File: src/verilog/wsc_pkg.sv
// package: register map, fields and timing counts for the wake-up stop-entry block
package wsc_pkg;
    // printed offsets 0xf9.. are not all multiples of four: they are indices
    localparam logic [7:0] IDX_CONTROL = 8'hf9;
    localparam logic [7:0] IDX_MASK_HIGH = 8'hfa;
    localparam logic [7:0] IDX_MASK_LOW = 8'hfb;
    localparam logic [7:0] IDX_POL_HIGH = 8'hfc;
    localparam logic [7:0] IDX_POL_LOW = 8'hfd;
    localparam logic [7:0] IDX_PEND_HIGH = 8'hfe;
    localparam logic [7:0] IDX_PEND_LOW = 8'hff;
    localparam logic [7:0] IDX_TOP_LEVEL = 8'hf0;
    localparam logic [7:0] IDX_STATUS = 8'hf1;
    localparam int ADDR_W = 12;
    localparam logic [7:0] CONTROL_RESET = 8'h00;
    localparam logic [7:0] LINE_RESET = 8'h00;
    localparam int BIT_MODE = 0;
    localparam int BIT_SRC = 1;
    localparam int BIT_STOP = 2;
    // top-level register fields
    localparam int BIT_TL_EDGE = 0;
    localparam int BIT_TL_PEND = 1;
    localparam int BIT_TL_NM = 2;
    localparam int BIT_TL_EN = 3;
    localparam int BIT_GIE = 4;
    // status register fields
    localparam int BIT_EXIT = 0;
    localparam int BIT_IN_STOP = 1;
    localparam int BIT_CH_PEND = 2;
    localparam int BIT_NMI_PIN = 3;
    // entry settling window after a correct sequence
    localparam int ENTRY_NS = 24;
    localparam int CLK_NS = 8;
    localparam logic [3:0] ENTRY_CYC = 4'((ENTRY_NS + CLK_NS - 1) / CLK_NS);
    localparam int OSC_START_US = 1;
    localparam int OSC_START_CYC = OSC_START_US * 1000 / CLK_NS;
    typedef enum logic [4:0] {
        WSC_IDLE = 5'h01,
        WSC_GOT1 = 5'h02,
        WSC_GOT0 = 5'h04,
        WSC_ENTER = 5'h08,
        WSC_STOP = 5'h10
    } wsc_state_e;
endpackage

File: src/verilog/wsc_top.sv
// wake-up line unit: stop-entry sequence, wake-up lines, top-level pin, apb slave
// How it works
// - writing 1,0,1 to stop bit in three writes sets it and requests stop
// - entry needs pin low, wake-up mode, no unmasked pending, one mask set
// - any other register write mid-sequence aborts; whole sequence must repeat
// - unmasked line wake-up while stopped clears the stop bit, unless the pin rises in the same cycle
// - pin rising edge wake-up leaves stop bit at one
// - stop bit reads one after first write and after a good third write
// - pin high through good sequence: no stop, bit one, exit flag zero
// - internal stop request ORed with active-low external stop pin
// - any of sixteen unmasked lines ends stop, clock restarts after delay
// - pin rising edge also ends stop, as a seventeenth line
// - exit flag set after real exit until cleared; zero when entry filtered
// - unmasked line event mid-sequence blocks entry; at or after the third write it leaves bit and flag zero
// - pin rising edge mid-sequence is an interrupt and blocks entry
// - with edge select, pin rise sets top pending; request if nm or enables
// - non-maskable select clears only by reset; each request needs new edge
// - pin already high gives no interrupt and no stop; low before third enters
// - pending clears work even while the line stays active
// - clearing some pending bits with others left gives a fresh channel edge
// - source select bit 1 routes sixteen lines onto the shared channel
// - mode bit 0 gives interrupt mode, 1 gives stop-exit wake-up mode
// - pending set on falling edge when polarity 0, rising when 1; sw writable
// - masked line gives neither wake-up nor channel interrupt
`timescale 1ns/1ps
module wsc_top #(
    parameter int LINES = 16,
    parameter int OSC_CYCLES = wsc_pkg::OSC_START_CYC
) (
    input wire logic clk_i,
    input wire logic reset_i,
    input wire logic psel_i,
    input wire logic penable_i,
    input wire logic pwrite_i,
    input wire logic [wsc_pkg::ADDR_W-1:0] paddr_i,
    input wire logic [31:0] pwdata_i,
    input wire logic [3:0] pstrb_i,
    output logic [31:0] prdata_o,
    output logic pready_o,
    output logic pslverr_o,
    input wire logic [LINES-1:0] wakeup_line_i,
    input wire logic nmi_i,
    input wire logic ext_stop_n_i,
    input wire logic cpu_write_i,
    output logic stop_request_o,
    output logic clock_run_o,
    output logic shared_line_interrupt_channel_o,
    output logic top_level_irq_o
);
    localparam int HALF = LINES / 2;

    wsc_pkg::wsc_state_e state_q;
    logic [7:0] control_q;
    logic [LINES-1:0] mask_q, pol_q, pend_q, line_q;
    logic nmi_q, tl_edge_q, tl_pend_q, tl_nm_q, tl_en_q, gie_q;
    logic exit_flag_q, ch_q, ch_pend_q;
    logic [3:0] entry_cnt_q;
    logic [$clog2(OSC_CYCLES+1)-1:0] osc_cnt_q;
    logic [31:0] rdata_d;

    function automatic logic hit(input logic [wsc_pkg::ADDR_W-1:0] a, input logic [7:0] idx);
        hit = (a == wsc_pkg::ADDR_W'({idx, 2'b00}));
    endfunction

    logic acc, wr, rd_ok, wr_ctl, stop_wr_val;
    logic [7:0] wbyte;
    assign acc = psel_i & penable_i;
    assign wr = acc & pwrite_i & pstrb_i[0];
    assign wbyte = pwdata_i[7:0];
    assign wr_ctl = wr & hit(paddr_i, wsc_pkg::IDX_CONTROL);
    assign stop_wr_val = wbyte[wsc_pkg::BIT_STOP];
    assign pready_o = 1'b1;
    assign rd_ok = hit(paddr_i, wsc_pkg::IDX_CONTROL) | hit(paddr_i, wsc_pkg::IDX_MASK_HIGH)
        | hit(paddr_i, wsc_pkg::IDX_MASK_LOW) | hit(paddr_i, wsc_pkg::IDX_POL_HIGH)
        | hit(paddr_i, wsc_pkg::IDX_POL_LOW) | hit(paddr_i, wsc_pkg::IDX_PEND_HIGH)
        | hit(paddr_i, wsc_pkg::IDX_PEND_LOW) | hit(paddr_i, wsc_pkg::IDX_TOP_LEVEL)
        | hit(paddr_i, wsc_pkg::IDX_STATUS);
    assign pslverr_o = acc & ~rd_ok;

    // edge detection on lines and the top-level pin
    logic [LINES-1:0] line_evt, armed;
    logic nmi_rise, any_wake, line_wr;
    assign line_evt = pol_q & wakeup_line_i & ~line_q | ~pol_q & ~wakeup_line_i & line_q;
    assign nmi_rise = nmi_i & ~nmi_q;
    assign armed = pend_q & mask_q;
    assign any_wake = control_q[wsc_pkg::BIT_MODE] & (|armed);
    // polarity writes swallow coincident edges
    assign line_wr = wr & (hit(paddr_i, wsc_pkg::IDX_POL_HIGH) | hit(paddr_i, wsc_pkg::IDX_POL_LOW));

    always_ff @(posedge clk_i)
    begin
        if (reset_i)
        begin
            line_q <= '0;
            nmi_q <= 1'b0;
        end
        else
        begin
            line_q <= wakeup_line_i;
            nmi_q <= nmi_i;
        end
    end

    // entry checks, sampled at the third write
    logic entry_ok, other_write, seq_break;
    assign entry_ok = ~nmi_i & control_q[wsc_pkg::BIT_MODE] & ~(|armed) & (|mask_q);
    assign other_write = (wr & ~wr_ctl) | cpu_write_i;
    assign seq_break = other_write | (|(line_evt & mask_q)) | nmi_rise;

    always_ff @(posedge clk_i)
    begin
        if (reset_i)
        begin
            state_q <= wsc_pkg::WSC_IDLE;
            entry_cnt_q <= '0;
            osc_cnt_q <= '0;
        end
        else
        begin
            unique case (state_q)
                wsc_pkg::WSC_IDLE:
                begin
                    if (wr_ctl & stop_wr_val)
                    begin
                        state_q <= wsc_pkg::WSC_GOT1;
                    end
                end
                wsc_pkg::WSC_GOT1:
                begin
                    if (seq_break)
                    begin
                        state_q <= wsc_pkg::WSC_IDLE;
                    end
                    else if (wr_ctl)
                    begin
                        state_q <= stop_wr_val ? wsc_pkg::WSC_GOT1 : wsc_pkg::WSC_GOT0;
                    end
                end
                wsc_pkg::WSC_GOT0:
                begin
                    if (seq_break | (wr_ctl & ~stop_wr_val))
                    begin
                        state_q <= wsc_pkg::WSC_IDLE;
                    end
                    else if (wr_ctl & entry_ok)
                    begin
                        state_q <= wsc_pkg::WSC_ENTER;
                        entry_cnt_q <= wsc_pkg::ENTRY_CYC;
                    end
                    else if (wr_ctl)
                    begin
                        state_q <= wsc_pkg::WSC_IDLE;
                    end
                end
                wsc_pkg::WSC_ENTER:
                begin
                    // a control write in the settling window is a write like any other
                    if (seq_break | wr_ctl)
                    begin
                        state_q <= wsc_pkg::WSC_IDLE;
                    end
                    else if (entry_cnt_q == 4'h1)
                    begin
                        state_q <= wsc_pkg::WSC_STOP;
                        osc_cnt_q <= '0;
                    end
                    else
                    begin
                        entry_cnt_q <= entry_cnt_q - 4'h1;
                    end
                end
                wsc_pkg::WSC_STOP:
                begin
                    if (any_wake | nmi_rise | (osc_cnt_q != '0))
                    begin
                        // oscillator restart delay before the clock runs again
                        if (osc_cnt_q == $bits(osc_cnt_q)'(OSC_CYCLES))
                        begin
                            state_q <= wsc_pkg::WSC_IDLE;
                        end
                        else
                        begin
                            osc_cnt_q <= osc_cnt_q + $bits(osc_cnt_q)'(1);
                        end
                    end
                end
            endcase
        end
    end

    logic in_stop, wake_now;
    assign in_stop = (state_q == wsc_pkg::WSC_STOP);
    assign wake_now = in_stop & (osc_cnt_q == '0) & (any_wake | nmi_rise);
    assign stop_request_o = in_stop | ~ext_stop_n_i;
    assign clock_run_o = ~in_stop;

    // control register with hardware-owned stop bit
    always_ff @(posedge clk_i)
    begin
        if (reset_i)
        begin
            control_q <= wsc_pkg::CONTROL_RESET;
        end
        else
        begin
            if (wr_ctl)
            begin
                control_q[wsc_pkg::BIT_MODE] <= wbyte[wsc_pkg::BIT_MODE];
                control_q[wsc_pkg::BIT_SRC] <= wbyte[wsc_pkg::BIT_SRC];
            end
            if (wake_now & any_wake & ~nmi_rise)
            begin
                control_q[wsc_pkg::BIT_STOP] <= 1'b0;
            end
            else if (wake_now)
            begin
                control_q[wsc_pkg::BIT_STOP] <= 1'b1;
            end
            else if (state_q == wsc_pkg::WSC_GOT0 && wr_ctl && stop_wr_val)
            begin
                // third write: bit stays set only when correct, even with pin high
                control_q[wsc_pkg::BIT_STOP] <= ~seq_break & (entry_ok | nmi_i);
            end
            else if (state_q == wsc_pkg::WSC_ENTER && (seq_break | wr_ctl))
            begin
                control_q[wsc_pkg::BIT_STOP] <= 1'b0;
            end
            else if (wr_ctl)
            begin
                control_q[wsc_pkg::BIT_STOP] <= stop_wr_val & ~seq_break;
            end
            else if (state_q != wsc_pkg::WSC_IDLE && state_q != wsc_pkg::WSC_STOP && seq_break)
            begin
                control_q[wsc_pkg::BIT_STOP] <= 1'b0;
            end
        end
    end

    // line registers: pending set wins over a software clear
    logic [LINES-1:0] pend_wdata, pend_wmask;
    always_comb
    begin
        pend_wdata = pend_q;
        pend_wmask = '0;
        if (wr & hit(paddr_i, wsc_pkg::IDX_PEND_LOW))
        begin
            pend_wdata[HALF-1:0] = wbyte[HALF-1:0];
            pend_wmask[HALF-1:0] = '1;
        end
        if (wr & hit(paddr_i, wsc_pkg::IDX_PEND_HIGH))
        begin
            pend_wdata[LINES-1:HALF] = wbyte[HALF-1:0];
            pend_wmask[LINES-1:HALF] = '1;
        end
    end

    always_ff @(posedge clk_i)
    begin
        if (reset_i)
        begin
            mask_q <= {2{wsc_pkg::LINE_RESET}};
            pol_q <= {2{wsc_pkg::LINE_RESET}};
            pend_q <= {2{wsc_pkg::LINE_RESET}};
        end
        else
        begin
            if (wr & hit(paddr_i, wsc_pkg::IDX_MASK_LOW)) mask_q[HALF-1:0] <= wbyte[HALF-1:0];
            if (wr & hit(paddr_i, wsc_pkg::IDX_MASK_HIGH)) mask_q[LINES-1:HALF] <= wbyte[HALF-1:0];
            if (wr & hit(paddr_i, wsc_pkg::IDX_POL_LOW)) pol_q[HALF-1:0] <= wbyte[HALF-1:0];
            if (wr & hit(paddr_i, wsc_pkg::IDX_POL_HIGH)) pol_q[LINES-1:HALF] <= wbyte[HALF-1:0];
            // clears act on the stored bit, not the line level
            pend_q <= (pend_wmask & pend_wdata | ~pend_wmask & pend_q)
                | (line_evt & {LINES{~line_wr}});
        end
    end

    // shared channel: level of any armed line, pending on its rising edge
    logic ch_d;
    assign ch_d = control_q[wsc_pkg::BIT_SRC] & (|armed);
    logic clr_some;
    assign clr_some = |(pend_wmask & pend_q & ~pend_wdata & mask_q);

    always_ff @(posedge clk_i)
    begin
        if (reset_i)
        begin
            ch_q <= 1'b0;
            ch_pend_q <= 1'b0;
        end
        else
        begin
            // a partial clear drops the level for one cycle to make a fresh edge
            ch_q <= ch_d & ~clr_some;
            if (ch_d & ~clr_some & ~ch_q)
            begin
                ch_pend_q <= 1'b1;
            end
            else if (wr & hit(paddr_i, wsc_pkg::IDX_STATUS) & wbyte[wsc_pkg::BIT_CH_PEND])
            begin
                ch_pend_q <= 1'b0;
            end
        end
    end
    assign shared_line_interrupt_channel_o = ch_pend_q;

    // top-level pin logic and exit flag
    logic tl_wr;
    assign tl_wr = wr & hit(paddr_i, wsc_pkg::IDX_TOP_LEVEL);
    always_ff @(posedge clk_i)
    begin
        if (reset_i)
        begin
            tl_edge_q <= 1'b0;
            tl_pend_q <= 1'b0;
            tl_nm_q <= 1'b0;
            tl_en_q <= 1'b0;
            gie_q <= 1'b0;
            exit_flag_q <= 1'b0;
        end
        else
        begin
            if (tl_wr)
            begin
                tl_edge_q <= wbyte[wsc_pkg::BIT_TL_EDGE];
                tl_en_q <= wbyte[wsc_pkg::BIT_TL_EN];
                gie_q <= wbyte[wsc_pkg::BIT_GIE];
                tl_nm_q <= tl_nm_q | wbyte[wsc_pkg::BIT_TL_NM];
            end
            if (tl_edge_q & nmi_rise)
            begin
                tl_pend_q <= 1'b1;
            end
            else if (tl_wr & ~wbyte[wsc_pkg::BIT_TL_PEND])
            begin
                tl_pend_q <= 1'b0;
            end
            if (wake_now)
            begin
                exit_flag_q <= 1'b1;
            end
            else if (wr & hit(paddr_i, wsc_pkg::IDX_STATUS) & wbyte[wsc_pkg::BIT_EXIT])
            begin
                exit_flag_q <= 1'b0;
            end
        end
    end
    assign top_level_irq_o = tl_pend_q & (tl_nm_q | (tl_en_q & gie_q));

    always_comb
    begin
        rdata_d = '0;
        if (hit(paddr_i, wsc_pkg::IDX_CONTROL)) rdata_d[7:0] = {5'h00, control_q[2:0]};
        if (hit(paddr_i, wsc_pkg::IDX_MASK_LOW)) rdata_d[HALF-1:0] = mask_q[HALF-1:0];
        if (hit(paddr_i, wsc_pkg::IDX_MASK_HIGH)) rdata_d[HALF-1:0] = mask_q[LINES-1:HALF];
        if (hit(paddr_i, wsc_pkg::IDX_POL_LOW)) rdata_d[HALF-1:0] = pol_q[HALF-1:0];
        if (hit(paddr_i, wsc_pkg::IDX_POL_HIGH)) rdata_d[HALF-1:0] = pol_q[LINES-1:HALF];
        if (hit(paddr_i, wsc_pkg::IDX_PEND_LOW)) rdata_d[HALF-1:0] = pend_q[HALF-1:0];
        if (hit(paddr_i, wsc_pkg::IDX_PEND_HIGH)) rdata_d[HALF-1:0] = pend_q[LINES-1:HALF];
        if (hit(paddr_i, wsc_pkg::IDX_TOP_LEVEL))
            rdata_d[4:0] = {gie_q, tl_en_q, tl_nm_q, tl_pend_q, tl_edge_q};
        if (hit(paddr_i, wsc_pkg::IDX_STATUS))
            rdata_d[3:0] = {nmi_i, ch_pend_q, in_stop, exit_flag_q};
    end

    // registered read data, valid in the access phase
    always_ff @(posedge clk_i)
    begin
        if (reset_i)
        begin
            prdata_o <= '0;
        end
        else if (psel_i & ~penable_i & ~pwrite_i)
        begin
            prdata_o <= rdata_d;
        end
    end
endmodule // wsc_top

File: config.mk
export PLATFORM = sky130hd
export DESIGN_NAME = wsc_top
export DESIGN_NICKNAME = d
export VERILOG_FILES = /design/src/verilog/wsc_pkg.sv /design/src/verilog/wsc_top.sv
export SDC_FILE = /design/constraint.sdc
export NUM_CORES = 1
export LEC_CHECK = 0
export ABC_AREA = 1
export BUFFER_PORTS_ARGS = -buffer_cell sky130_fd_sc_hd__buf_2
export CORE_ASPECT_RATIO = 0.8
export CORE_MARGIN = 1.5
export CORE_UTILIZATION = 45
export DETAILED_ROUTE_END_ITERATION = 6
export PLACE_DENSITY_LB_ADDON = 0.2
export SYNTH_ARGS = -nofsm -noshare
export SYNTH_HDL_FRONTEND = slang
export SYNTH_SLANG_ARGS = --single-unit
File: constraint.sdc
create_clock -name clk_i -period 2.2 [get_ports clk_i]
set_input_delay 0.22 -clock clk_i [delete_from_list [all_inputs] [get_ports clk_i]]
set_output_delay 0.22 -clock clk_i [all_outputs]
set_load 0.02 [all_outputs]
==> Yosys cells after proc, flatten, opt, wreduce, memory -nomap -nowiden <==
Cells that the tools add are included.
W data, S select, Z words.
{ "op_classes": {"add_sub_neg": 2, "n_mul": 0, "n_div": 0, "order_cmp": 0, "n_eq_ne": 30, "shift": 0, "muxes": 46, "n_bitwise": 96, "n_reduce_logical": 21} }
{ "op_table": {"columns": ["operator", "n"], "rows": [
  ["$and A16 B16 Y16", 12],
  ["$eq A12 B10 Y1 const B", 9],
  ["$mux W8", 10],
  ["$not A16 Y16", 5],
  ["$reduce_or A16 Y1", 4],
  ["$mux W5", 11],
  ["$or A16 B16 Y16", 3],
  ["$and A1 B1 Y1", 40],
  ["$mux W7", 4],
  ["$pmux W5 S5", 1],
  ["$mux W4", 5],
  ["$or A1 B1 Y1", 20],
  ["$not A1 Y1", 16],
  ["$ne A2 B2 Y1 const B", 7],
  ["$pmux W7 S2", 1],
  ["$mux W1", 11],
  ["$reduce_and A5 Y1", 2],
  ["$reduce_bool A2 Y1", 5],
  ["$pmux W4 S2", 1],
  ["$add A7 B1 Y7 const B", 1],
  ["$eq A7 B7 Y1 const B", 1],
  ["$logic_not A7 Y1", 1],
  ["$reduce_bool A7 Y1", 1],
  ["$mux W3", 2],
  ["17 further kinds", 22]
]} }
{ "totals": {"regBits": 100, "latchBits": 0, "ramBits": 0, "mem_bits_ro": 0, "out_inout_bits": 38, "mem_count": 0} }

==> Logic depth before layout (Yosys ltp) <==
{ "depth": {"word_depth": 15, "ltp_mapped": 15} }

==> Least setup slack after synthesis <==
Ideal clock, no wire load.
{ "synth_path": {"path_type": "input to output", "startpoint": "in paddr_i[7] (netlist name)", "endpoint": "out pslverr_o", "arrival_time_ns": 1.399, "path_slack_ns": 0.581, "cell_stages": 7, "cell_sequence": "nand2_1 inv_1 nand3_2 inv_1 nand2_1 nand4_1 nor3_1"} }
{ "synth_via": {"elab_chain_len": 11, "elab_cells_between_ends": 19, "cone_classes": "9 x eq/ne; 10 x bitwise"} }
{ "synth_rtl": {"columns": ["item", "line_no", "text"], "rows": [
  ["start: declaration", "wsc_top.sv:35", "input wire logic [wsc_pkg::ADDR_W-1:0] paddr_i,"],
  ["$eq A12 B10 Y1", "wsc_top.sv:62", "hit = (a == wsc_pkg::ADDR_W'({idx, 2'b00}));"],
  ["$or A1 B1 Y1", "wsc_top.sv:73", "assign rd_ok = hit(paddr_i, wsc_pkg::IDX_CONTROL) | hit(paddr_i, wsc_pkg::IDX_MASK_HIGH)"],
  ["$or A1 B1 Y1 (2 in series)", "wsc_top.sv:74", "| hit(paddr_i, wsc_pkg::IDX_MASK_LOW) | hit(paddr_i, wsc_pkg::IDX_POL_HIGH)"],
  ["$or A1 B1 Y1 (2 in series)", "wsc_top.sv:75", "| hit(paddr_i, wsc_pkg::IDX_POL_LOW) | hit(paddr_i, wsc_pkg::IDX_PEND_HIGH)"],
  ["$or A1 B1 Y1 (2 in series)", "wsc_top.sv:76", "| hit(paddr_i, wsc_pkg::IDX_PEND_LOW) | hit(paddr_i, wsc_pkg::IDX_TOP_LEVEL)"],
  ["$or A1 B1 Y1 (*)", "wsc_top.sv:77", "| hit(paddr_i, wsc_pkg::IDX_STATUS);"],
  ["$not A1 Y1 (*)", "wsc_top.sv:78", "assign pslverr_o = acc & ~rd_ok;"],
  ["$and A1 B1 Y1 (*)", "wsc_top.sv:78", null],
  ["end: declaration", "wsc_top.sv:40", "output logic pslverr_o,"]
]} }
Every way passes the cells marked *; elsewhere a longest branch is shown, timed or not.

==> Worst setup path in the final report <==
{ "layout_path": {"startpoint": "reg state_q[2]", "endpoint": "out stop_request_o"} }
{ "layout_via": {"elab_chain_len": 2} }
{ "layout_rtl": {"columns": ["item", "line_no", "text"], "rows": [
  ["start: declaration", "wsc_top.sv:52", "wsc_pkg::wsc_state_e state_q;"],
  ["start signal: assignment", "wsc_top.sv:114", "state_q <= wsc_pkg::WSC_IDLE;"],
  ["start signal: assignment", "wsc_top.sv:125", "state_q <= wsc_pkg::WSC_GOT1;"],
  ["start signal: assignment", "wsc_top.sv:132", "state_q <= wsc_pkg::WSC_IDLE;"],
  ["$eq A5 B5 Y1", "wsc_top.sv:192", "assign in_stop = (state_q == wsc_pkg::WSC_STOP);"],
  ["$or A1 B1 Y1", "wsc_top.sv:194", "assign stop_request_o = in_stop | ~ext_stop_n_i;"],
  ["end: declaration", "wsc_top.sv:45", "output logic stop_request_o,"]
]} }
Every way passes these cells.

==> run metrics <==
Starting Density 45.9%; routed length per instance 15.3 um; top-count cell post-synth nand2_1; Post CTS Setup Buffer Count 0; clock-pin transition on the worst setup and hold timing paths 80 ps; synth warn 0; max_slew headroom 52.9%; crit-path max cell delay 340 ps; DR pass1 iterations 5; status finished clean; Critical-path top delay cell dfxtp_1; post-synthesis sequential area ratio 34.0%; port bufs 57; Crit. Startpoint state_q[2]; critical path fanouts, max 8; post-synthesis adder-cell area fraction 1.06%; Worst Setup End Kind output port; largest net degree at the start of global routing 62; routed vias 5,846; post-synthesis mux area share 0%; RR Endpoint state_q[2]; worst skew pair latency 370 ps; WHS Path Cells 3; TNS Setup 0 ps; Final Instance Count excl. Fillers 1,121; min Tclk post-route 1920 ps; vias in the first global route 4,936; placed cells 1,105; GRT Total Usage 25.7%; Final period util 87.5%; post-cts sizing count 0; crit path capture stop_request_o; CTS tree done; vias per cell 5.21; WHS 69.0 ps; IO Pins 110; largest family of logic cells by synthesized area simple AND/OR/NAND/NOR gates; nets 1,018; share of cells above drive strength 1 15.1%; die height 105 um; Final Core Density 52.2%; worst reg2reg path depth 12; placed wire-length estimate 13.0 mm; CTS Buffer Depth 2; Hold Buf Count CTS 0; Critical Setup Path Class reg -> out; core area 12,800 um^2; # Max-Cap Violations 0; Iter 0 DRT Violations 666; post-route cell area 6690 um^2; worst vdd ir 0.000422 V; Die Span X 131 um; Cell Area, Synth 5890 um^2; pwr dens 639 nW/um^2; Post-synth top cells nand2_1, inv_1, dfxtp_1; initial antenna violation count 0; max-slew violations 0; antenna-violating nets left 0; XOR/XNOR Fraction of Synth Area 1.04%; Synth Area in Simple Gates 36.0%; fmax 0.520 GHz; die area 13,800 um^2; total wire length 17.2 mm; leakage 3.04 nW; WP data arrival 1700 ps; Post-synth EDFFs 0; Diodes inserted 0; Num CTS Buffers 9; top cells by area, synth dfxtp_1, nand2_1, inv_1, nor2_1, nand3_1; H-tree depth 3; setup violators final 0; dominant synthesized flop cell dfxtp_1; slew of the pin with the lowest slew margin 707 ps; GR Overflow Total 0; CP Cell Sequence nor2_1 > inv_1 > nor3_4 > buf_4 > inv_2 > nand2_1 > buf_2; Compound-Gate Fraction of Synth Area 14.7%; Sink Count 100; DP Area 6360 um^2; top-area cell type share of the netlist area 34.0%; Worst Path Required 1980 ps; Async SR Flop Fraction 0%; Final Hold Fails 0; synthesized flop and latch total 100; clock root buffer clkbuf_16; startpoint type of the worst setup path flop; first-pass GRT wire length 27.0 mm; class of the worst hold path in -> reg; Cells after Synth 873; final clock skew 14.7 ps; Cell Rows 37; DRC viols 0; synthesized area per cell 6.75 um^2; FF-to-FF Start pol_q[6]; unrepaired setup endpoints after global routing no; top cell type by total area after synthesis dfxtp_1; reg2reg setup slack 340 ps; synth-to-layout area growth 13.6%; Yosys cell types 51; gpl congestion 0.926
[stage by stage]
step                power, mW  worst slack (ps)
finish                   4.27               275
global placement         2.51               278
detailed placement       2.51               234
floorplan                2.38               581
CTS                      4.28               266
global route             4.43              97.0
[final cells by class]
cell class,instances,area (um^2)
Tap cell,175,219
Fill cell,1380,6130
Clock buffer,10,239
Clock inverter,6,96.3
Timing Repair Buffer,77,435
Inverter,132,499
Multi-Input combinational cell,621,3200
Sequential cell,100,2000
[cells in the final DEF, fill, tap and decap left out, types with 2 or more instances in the layout]
| master | n |
|---|---|
| nand2_1 | 198 |
| inv_1 | 122 |
| dfxtp_1 | 100 |
| nor2_1 | 88 |
| nand3_1 | 62 |
| buf_2 | 57 |
| a21oi_1 | 52 |
| o21ai_0 | 50 |
| nand4_1 | 29 |
| conb_1 | 25 |
| buf_4 | 20 |
| a211oi_1 | 16 |
| o22ai_1 | 10 |
| nor3_1 | 9 |
| clkbuf_16 | 9 |
| inv_2 | 8 |
| nand2_2 | 8 |
| nor2_4 | 7 |
| a31o_1 | 6 |
| xnor2_1 | 5 |
| nor4_1 | 5 |
| ha_1 | 5 |
| nor3_2 | 4 |
| nor2_2 | 3 |
| nand3_2 | 3 |
| nand2_4 | 3 |
| a32o_1 | 3 |
| nor3_4 | 2 |
| a21boi_0 | 2 |
| nor2_8 | 2 |
| nand4_2 | 2 |
| nand3_4 | 2 |
| o21a_1 | 2 |
| xor2_1 | 2 |
| and2_1 | 2 |
| o31ai_1 | 2 |
| bufinv_16 | 2 |
| clkinv_4 | 2 |
[logic make-up (layout without fill, tap and decap cells)]
kind of cell,Yosys count,after routing
adders and majority gates,5,5
DFF,100,100
AOI/OAI and AO/OA,148,148
and+or+nand+nor,436,436
buffers and inverters,175,225
xor gates and xnor gates,7,7
other,2,25
[worst min-delay path by stage]
stage / startpoint / endpoint / slack (ps)
2_1_floorplan: wakeup_line_i[0] / line_q[0] / 330
3_3_place_gp: wakeup_line_i[11] / line_q[11] / 450
3_5_place_dp: prdata_o[3] / prdata_o[3] / 450
4_1_cts: wakeup_line_i[14] / line_q[14] / 70
5_1_grt: wakeup_line_i[13] / line_q[13] / 80
6_report: wakeup_line_i[14] / line_q[14] / 70
[routing by layer]
| layer | vias up | global-route usage, % | part of all wire (%) |
|---|---|---|---|
| li1 | 2952 | - | - |
| met1 | 2622 | 40.0 | 50 |
| met2 | 248 | 36.1 | 40 |
| met3 | 24 | 4.31 | 8.1 |
| met4 | 0 | 6.83 | 1.7 |
| met5 | - | 0 | 0 |
[critical path: cells and delay by family, from the launching register on]
kind          cells  cell delay (ps)
buf+inv           4              510
simple gates      3              490
flops             1              340
[state kept, by name, summed over array words and instances, names as in the netlist, 4 cells and up]
register	cells
mask_q	16
pend_q	16
line_q	16
pol_q	16
state_q	5
osc_cnt_q	7
entry_cnt_q	4
prdata_o	8
[report_power, final]
| group | switching, mW | internal [mW] | total (mW) |
|---|---|---|---|
| Sequential | 0.0514 | 1.88 | 1.93 |
| Clock | 0.761 | 1.04 | 1.80 |
| Combinational | 0.357 | 0.187 | 0.545 |
| Total | 1.17 | 3.10 | 4.27 |
No activity file was read; power rests on OpenSTA's default activity.
